[src/common/psd_defs.vh]
// Constants for the tuner synthesizer divider control block
`ifndef PSD_DEFS_VH
`define PSD_DEFS_VH
// Register addresses (bank 15)
`define PSD_ADDR_MODE 8'h10
`define PSD_ADDR_REF 8'h11
`define PSD_ADDR_UNLOCK 8'h12
`define PSD_ADDR_DATA 8'h13
// Reset values
`define PSD_REF_RESET 3'h7
`define PSD_MODE_RESET 3'h0
// Mode codes (low three bits of mode register)
`define PSD_MODE_OFF 3'h0
`define PSD_MODE_DIRECT 3'h1
`define PSD_MODE_SW_LOW 3'h2
`define PSD_MODE_SW_HIGH 3'h3
// Field positions
`define PSD_SWLSB_BIT 3
// Reference codes that disable
`define PSD_REF_DIS0 3'h6
`define PSD_REF_DIS1 3'h7
// Divider widths
`define PSD_PROG_W 12
`define PSD_SWAL_W 5
// Prescaler moduli
`define PSD_PRESC_HI 6'h21
`define PSD_PRESC_LO 6'h20
// System clock frequency
`define PSD_CLK_KHZ 250000
// Reference terminal counts in system clocks (scaled periods less one)
`define PSD_REF_TC0 10'h12b
`define PSD_REF_TC1 10'h063
`define PSD_REF_TC2 10'h03b
`define PSD_REF_TC3 10'h02f
`define PSD_REF_TC4 10'h017
`define PSD_REF_TC5 10'h00b
`endif

[src/design/psd_ctrl.v]
// Synthesizer divider control: registers, divider, comparator, pump
//
// Operation
// - Reference codes 110/111 halt the whole synthesizer.
// - When halted, inputs pulled low, division, reference and comparator stop, pump floats.
// - Mode 0000 only pulls both oscillator inputs low; the rest runs.
// - With inputs off the pump keeps running and normally drives low.
// - Any reset or clock stop loads 0111 into the reference register.
// - Halt keeps all settings unchanged.
// - Unlock bit undefined after resets, kept over clock stop; upper bits read zero.
// - Direct and low swallow modes divide the low-band input.
// - High swallow mode divides the high-band input.
// - Swallow N is 17 bits, LSB from mode bit 3, data register holds N>>1.
// - Reference codes 0-5 give 1,3,5,6.25,12.5,25 kHz; top bit reads zero.
// - Pump low when reference leads, high when divided leads, float when equal.
// - Unlock flag sets per reference cycle on up/down, clears on read.
// - Direct uses upper 12 bits; swallow adds low 5 bits as swallow counter.
`timescale 1ns/10ps
`default_nettype none
`include "psd_defs.vh"
module psd_ctrl
(
  // Clock and reset
  input wire sys_clk_in,
  input wire rstn_in,
  // Reset sources and power states
  input wire wdt_stack_reset_in,
  input wire clock_stop_in,
  input wire halt_in,
  // Peripheral register port
  input wire [7:0] reg_addr_in,
  input wire [15:0] reg_wdata_in,
  input wire reg_write_in,
  input wire reg_read_in,
  output reg [15:0] reg_rdata_out,
  // Oscillator inputs
  input wire low_band_osc_input_in,
  input wire high_band_osc_input_in,
  output wire low_band_pulldown_out,
  output wire high_band_pulldown_out,
  // Error outputs (tri-state)
  output reg error_output_a_out,
  output reg error_output_a_oe_out,
  output reg error_output_b_out,
  output reg error_output_b_oe_out,
  // Status
  output wire synth_enabled_out,
  output reg prescaler_high_out
);
  // ===========================================================
  // Registers
  reg [2:0] ref_sel;
  reg [3:0] mode_reg;
  reg [15:0] divider_value_register;
  reg [16:0] n_latched;
  reg unlock_ff;
  wire soft_rst = wdt_stack_reset_in | clock_stop_in;
  wire enabled = (ref_sel != `PSD_REF_DIS0) &&
                 (ref_sel != `PSD_REF_DIS1);
  wire [2:0] mode = mode_reg[2:0];
  wire swallow = (mode == `PSD_MODE_SW_LOW) ||
                 (mode == `PSD_MODE_SW_HIGH);
  wire wr_data = reg_write_in && (reg_addr_in == `PSD_ADDR_DATA);
  wire rd_unlock = reg_read_in && (reg_addr_in == `PSD_ADDR_UNLOCK);
  wire set_unlock;

  always @(posedge sys_clk_in)
  begin
    if (!rstn_in || soft_rst)
      ref_sel <= `PSD_REF_RESET;
    else if (reg_write_in && reg_addr_in == `PSD_ADDR_REF && !halt_in)
      ref_sel <= reg_wdata_in[2:0];
  end

  always @(posedge sys_clk_in)
  begin
    if (!rstn_in)
    begin
      mode_reg <= {1'b0, `PSD_MODE_RESET};
      divider_value_register <= 16'h0000;
      n_latched <= 17'h00000;
    end
    else if (!halt_in)
    begin
      if (reg_write_in && reg_addr_in == `PSD_ADDR_MODE)
        mode_reg <= reg_wdata_in[3:0];
      if (wr_data)
      begin
        divider_value_register <= reg_wdata_in;
        // Flag travels into the counters with the data write
        n_latched <= {reg_wdata_in,
                      mode_reg[`PSD_SWLSB_BIT]};
      end
    end
  end

  // Unlock flag: set wins over the read clear. No reset: undefined
  // after reset pins, retained across clock stop.
  always @(posedge sys_clk_in)
  begin
    if (set_unlock)
      unlock_ff <= 1'b1;
    else if (rd_unlock)
      unlock_ff <= 1'b0;
  end

  always @*
  begin
    case (reg_addr_in)
      `PSD_ADDR_REF: reg_rdata_out = {13'h0000, ref_sel};
      `PSD_ADDR_MODE: reg_rdata_out = {12'h000, mode_reg};
      `PSD_ADDR_UNLOCK: reg_rdata_out = {15'h0000, unlock_ff};
      `PSD_ADDR_DATA: reg_rdata_out = divider_value_register;
      default: reg_rdata_out = 16'h0000;
    endcase
  end

  // ===========================================================
  // Input selection
  wire use_low = enabled && ((mode == `PSD_MODE_DIRECT) ||
                 (mode == `PSD_MODE_SW_LOW));
  wire use_high = enabled && (mode == `PSD_MODE_SW_HIGH);
  assign low_band_pulldown_out = !use_low;
  assign high_band_pulldown_out = !use_high;
  assign synth_enabled_out = enabled;

  reg [1:0] lo_s;
  reg [1:0] hi_s;
  reg vco_prev;
  always @(posedge sys_clk_in)
  begin
    lo_s <= {lo_s[0], low_band_osc_input_in};
    hi_s <= {hi_s[0], high_band_osc_input_in};
    vco_prev <= use_high ? hi_s[1] : (use_low ? lo_s[1] : 1'b0);
  end
  wire vco_now = use_high ? hi_s[1] : (use_low ? lo_s[1] : 1'b0);
  wire vco_edge = vco_now && !vco_prev;

  // ===========================================================
  // Divider: prescaler + swallow + programmable counter
  reg [5:0] presc;
  reg [4:0] swal;
  reg [11:0] prog;
  reg div_tick;
  wire [5:0] presc_mod = prescaler_high_out ? `PSD_PRESC_HI :
                         `PSD_PRESC_LO;
  always @(posedge sys_clk_in)
  begin
    div_tick <= 1'b0;
    if (!rstn_in || !enabled)
    begin
      presc <= 6'h00;
      swal <= 5'h00;
      prog <= 12'h000;
      prescaler_high_out <= 1'b0;
    end
    else if (vco_edge)
    begin
      if (!swallow)
      begin
        // Direct: upper 12 bits only
        if (prog <= 12'h001)
        begin
          prog <= n_latched[16:5];
          div_tick <= 1'b1;
        end
        else
          prog <= prog - 12'h001;
      end
      else if (presc + 6'h01 >= presc_mod)
      begin
        presc <= 6'h00;
        if (swal != 5'h00)
        begin
          swal <= swal - 5'h01;
          // Last swallow cycle ends: back to the smaller modulus
          if (swal == 5'h01)
            prescaler_high_out <= 1'b0;
        end
        if (prog <= 12'h001)
        begin
          prog <= n_latched[16:5];
          swal <= n_latched[4:0];
          // Larger modulus only while a swallow count is pending
          prescaler_high_out <= (n_latched[4:0] != 5'h00);
          div_tick <= 1'b1;
        end
        else
          prog <= prog - 12'h001;
      end
      else
        presc <= presc + 6'h01;
    end
  end

  // ===========================================================
  // Reference, comparator, pump
  wire ref_tick;
  psd_refgen u_ref
  (
    .sys_clk_in(sys_clk_in),
    .rstn_in(rstn_in),
    .run_in(enabled),
    .rate_in(ref_sel),
    .tick_out(ref_tick)
  );
  reg up_req;
  reg down_req;
  always @(posedge sys_clk_in)
  begin
    if (!rstn_in || !enabled)
    begin
      up_req <= 1'b0;
      down_req <= 1'b0;
    end
    else if (ref_tick && !div_tick)
    begin
      up_req <= !down_req;
      down_req <= 1'b0;
    end
    else if (div_tick && !ref_tick)
    begin
      down_req <= !up_req;
      up_req <= 1'b0;
    end
    else if (ref_tick && div_tick)
    begin
      up_req <= 1'b0;
      down_req <= 1'b0;
    end
  end
  // Sampled once per reference cycle
  assign set_unlock = ref_tick && (up_req || down_req);

  always @(posedge sys_clk_in)
  begin
    if (!rstn_in || !enabled)
    begin
      error_output_a_oe_out <= 1'b0;
      error_output_b_oe_out <= 1'b0;
      error_output_a_out <= 1'b0;
      error_output_b_out <= 1'b0;
    end
    else
    begin
      // Up request drives low, down drives high, neither floats
      error_output_a_oe_out <= up_req | down_req;
      error_output_b_oe_out <= up_req | down_req;
      error_output_a_out <= down_req;
      error_output_b_out <= down_req;
    end
  end
endmodule // psd_ctrl
`default_nettype wire

[src/design/psd_refgen.v]
// Reference divider: pulse once per reference period
`timescale 1ns/10ps
`default_nettype none
`include "psd_defs.vh"
module psd_refgen
(
  // Clock and reset
  input wire sys_clk_in,
  input wire rstn_in,
  // Control
  input wire run_in,
  input wire [2:0] rate_in,
  // Output
  output reg tick_out
);
  // Scaled periods; one tick every terminal count plus one clocks, so
  // every rate keeps the same ratio to the others
  function [9:0] terminal_count;
    input [2:0] code;
    begin
      case (code)
        3'h0: terminal_count = `PSD_REF_TC0;
        3'h1: terminal_count = `PSD_REF_TC1;
        3'h2: terminal_count = `PSD_REF_TC2;
        3'h3: terminal_count = `PSD_REF_TC3;
        3'h4: terminal_count = `PSD_REF_TC4;
        3'h5: terminal_count = `PSD_REF_TC5;
        default: terminal_count = 10'h000;
      endcase
    end
  endfunction
  reg [9:0] cnt;
  wire [9:0] limit = terminal_count(rate_in);
  always @(posedge sys_clk_in)
  begin
    if (!rstn_in || !run_in)
    begin
      cnt <= 10'h000;
      tick_out <= 1'b0;
    end
    else if (cnt >= limit)
    begin
      cnt <= 10'h000;
      tick_out <= 1'b1;
    end
    else
    begin
      cnt <= cnt + 10'h001;
      tick_out <= 1'b0;
    end
  end
endmodule // psd_refgen
`default_nettype wire

[config.mk]
export PLATFORM = sky130hd
export DESIGN_NAME = psd_ctrl
export DESIGN_NICKNAME = d
export VERILOG_FILES = /design/src/design/psd_ctrl.v /design/src/design/psd_refgen.v
export VERILOG_INCLUDE_DIRS = /design/src /design/src/common
export SDC_FILE = /design/constraint.sdc
export NUM_CORES = 1
export LEC_CHECK = 0
export ABC_CLOCK_PERIOD_IN_PS = 5050
export BUFFER_PORTS_ARGS = -buffer_cell sky130_fd_sc_hd__buf_2
export CORE_MARGIN = 10
export CORE_UTILIZATION = 45
export CTS_CLUSTER_DIAMETER = 120
export DETAILED_ROUTE_END_ITERATION = 8
export MAX_ROUTING_LAYER = met4
export PLACE_DENSITY = 0.66
export REMOVE_ABC_BUFFERS = 1
export SLEW_MARGIN = 25
export SYNTH_ARGS = -nofsm -noshare
export SYNTH_HDL_FRONTEND = slang
export SYNTH_SLANG_ARGS = --single-unit
[constraint.sdc]
create_clock -name sys_clk_in -period 5.05 [get_ports sys_clk_in]
set_input_delay 0.505 -clock sys_clk_in [delete_from_list [all_inputs] [get_ports sys_clk_in]]
set_output_delay 0.505 -clock sys_clk_in [all_outputs]
set_load 0.05 [all_outputs]
==> results.md <==
* Status: completed
* Reg2reg setup slack at 2.10 ns
* Unrepaired setup endpoints after global routing: false
* Gr ovfl total at 0
* Initial antenna violation count at 0
* Top delay family on crit path: simple AND/OR/NAND/NOR gates
* Timing endpoint of the critical path: prog[6]$_SDFFE_PP0P_
* Worst r2r dst: prog[6]$_SDFFE_PP0P_
* # clock sinks at 70
* Max FO, Critical Path at 24
* First-pass GRT wire length at 14950 um
* Crit path required time at 5.33 ns
* Slowest CP cell: or4_1
* Cts-stage hold buffer count at 0
* Final net count at 521
* Worst Slack Setup Final at 2.103 ns
* Synth top area cells: dfxtp_1 38%, mux2i_1 6.8%, ha_1 5.4%
* Via count at 3166
* Register with the most flip-flops: divider_value_register
* Crit. path cell count at 6
* Post-Route WL at 9185 um
* Post-route DRC at 0
* Place WS at 1.764 ns
* DR WL/cell at 15.86 um
* Yosys warns at 0
* Utilization after layout at 53.76%
* Fill cells at 756
* Max FFs per register at 16
* Cell Chain, Critical Path: and2_4 -> or4b_4 -> a2111oi_2 -> nand2_1 -> or4_1 -> o21ai_0
* Fmax at 0.3394 GHz
* Ports at 57
* Initial DRC Count at 143
* Worst min path class: input port to flop
* Critical path origin: ref_sel[2]$_SDFFE_PP1P_
* Ys async rst share at 0%
* Crit end category: flop
* Via-to-Cell Ratio at 5.468
* Die height at 110.5 um
* Synthesized netlist cell count at 424
* Crit-path max cell delay at 0.64 ns
* Synthesized area per cell at 8.685 um2
* Mapped Area at 3682 um2
* P_leak at 1.768 nW
* Largest registers: divider_value_register (16), prog (12), u_ref.cnt (10)
* Normalized max-slew margin at 45.91%
* Number of global-route vias before repair at 3101
* Final Slew Violations at 0
* GPL Wtd Cong at 0.8572
* Synth Flop Type: dfxtp_1
* Clk slew on worst S/H paths at 0.07 ns
* Worst r2r src: ref_sel[2]$_SDFFE_PP1P_
* Placed Cells at 562
* CP Launch Type: flop
* Postcts setup bufs at 0
* Commonest non-fill, non-tap cell in the layout: dfxtp_1
* Number of synthesized flops with an enable pin at 0
* Max-Cap Viols at 0
* Final worst-path cycle share at 58.35%
* Inserted Diodes at 0
* Largest net degree at the start of global routing at 25
* Final hold viol count at 0
* Num rows at 32
* Gr usage total at 14.77%
* Peak supply drop at 0.1376 mV
* Tightest Pin Transition at 0.8113 ns
* Layout area overhead at 14.58%
* Final non-filler cell total at 579
* Sequential-to-total area share from yosys stat at 38.06%
* Remaining antenna violation count at 0
* Path depth of the worst reg2reg path at 6
* Die W at 110.5 um
* Hpwl dp at 6668 um
* Most frequent cells in the layout: 70 x dfxtp_1, 56 x buf_2, 47 x nor2_1
* Clock insertion delay at the later pin of the skew report at 0.35 ns
* Final hold slack at 0.2578 ns
* Share of layout cells above drive strength 1 at 17.82%
* Die Area at 12200 um2
* Clk buf depth at 2
* Seq cells post-synth at 70
* # setup viols final at 0
* H-tree depth at 3
* Clock period minus worst slack at 2.947 ns
* Starting Density at 46.92%
* Skew final at 0.007350 ns
* Post-CTS sizing at 0
* Largest area contributor in the netlist: dfxtp_1
* Area share of the largest cell type after synthesis at 38.06%
* Pwr Density at 256.8 nW/um2
* Root Buffer: clkbuf_8
* CP Class: flop to flop
* CORE AREA at 7848 um2
* 1st-pass router iterations at 5
* IO buf count at 56
* CTS tree: built
* Worst path bufs/invs at 0
* Cell variety after synth at 58
* Setup tns final at 0 ns
* Num CTS Buffers at 9
* Crit path DAT at 3.22 ns
[per-layer routing]
metal	vias to the layer above	GRT usage, %	share of wire (%)
met1	1483	17.05	45
li1	1607	-	-
met2	67	24.65	50
met4	0	4.663	1.2
met5	-	-	0
met3	9	3.566	3.4
[worst min path at each step]
| stage | start | end | slack (ns) | cells after the start |
|---|---|---|---|---|
| final | low_band_osc_input_in | lo_s[0]$_DFF_P_ | 0.26 | 1 |
| after global routing | low_band_osc_input_in | lo_s[0]$_DFF_P_ | 0.24 | 1 |
| after CTS | low_band_osc_input_in | lo_s[0]$_DFF_P_ | 0.24 | 1 |
| after detailed placement | hi_s[0]$_DFF_P_ | hi_s[1]$_DFF_P_ | 0.31 | 0 |
| after global placement | hi_s[0]$_DFF_P_ | hi_s[1]$_DFF_P_ | 0.32 | 0 |
| after floorplan | hi_s[0]$_DFF_P_ | hi_s[1]$_DFF_P_ | 0.31 | 0 |
[per-stage QoR]
| step | cell area (um2) | power (mW) |
|---|---|---|
| floorplan | 3570 | 0.5773 |
| global placement | 3993 | 0.5968 |
| detailed placement | 3993 | 0.5967 |
| CTS | 4208 | 1.094 |
| global route | 4219 | 1.118 |
| finish | 4219 | 1.083 |
[cell type report]
| type | count | area [um2] | area share [%] |
|---|---|---|---|
| clock buffer | 12 | 145.1 | 3.440 |
| clock inverter | 4 | 70.07 | 1.661 |
| inverter | 14 | 52.55 | 1.246 |
| multi-input combinational | 318 | 2116 | 50.15 |
| sequential | 70 | 1401 | 33.21 |
| tap | 102 | 127.6 | 3.025 |
| timing repair buffer | 59 | 306.5 | 7.266 |
[power breakdown]
part	switching [mW]	internal (mW)
clock network	0.209	0.290
logic	0.0133	0.0157
registers	0.000859	0.554
[worst reg2reg max path: cells and delay by family, from the launching register on]
family             cells  cell delay [ns]
DFF                    1             0.42
AOI/OAI and AO/OA      2             0.47
and+or+nand+nor        4             2.00
[kinds of logic (layout without fill, tap and decap cells)]
family | count (synthesis) | after routing | synth area share, %
flip-flops | 70 | 70 | 38.06
multiplexers | 29 | 29 | 8.325
XOR/XNOR | 16 | 16 | 3.806
AND/OR/NAND/NOR | 179 | 179 | 25.28
AO/OA/AOI/OAI | 78 | 78 | 14.61
buffers and inverters | 36 | 89 | 4.485
adder cells (fa/ha/maj) | 16 | 16 | 5.437
[cells in the mapped netlist (5+ instances only)]
master     n
o211ai_1   6
clkbuf_1  15
nand2_1   36
mux2i_1   25
or3_1      5
nor4_1     5
ha_1      16
nor3_1    12
nor2b_1   18
a22oi_1    6
o21ai_0   11
nor2_1    47
o31ai_1    5
or4_1      5
and2_1    12
and3_1     6
xor2_1     7
xnor2_1    9
nand3_1   14
inv_1     14
dfxtp_1   70
a21oi_1   23
Note: power is estimated with default switching activity, not from simulation.
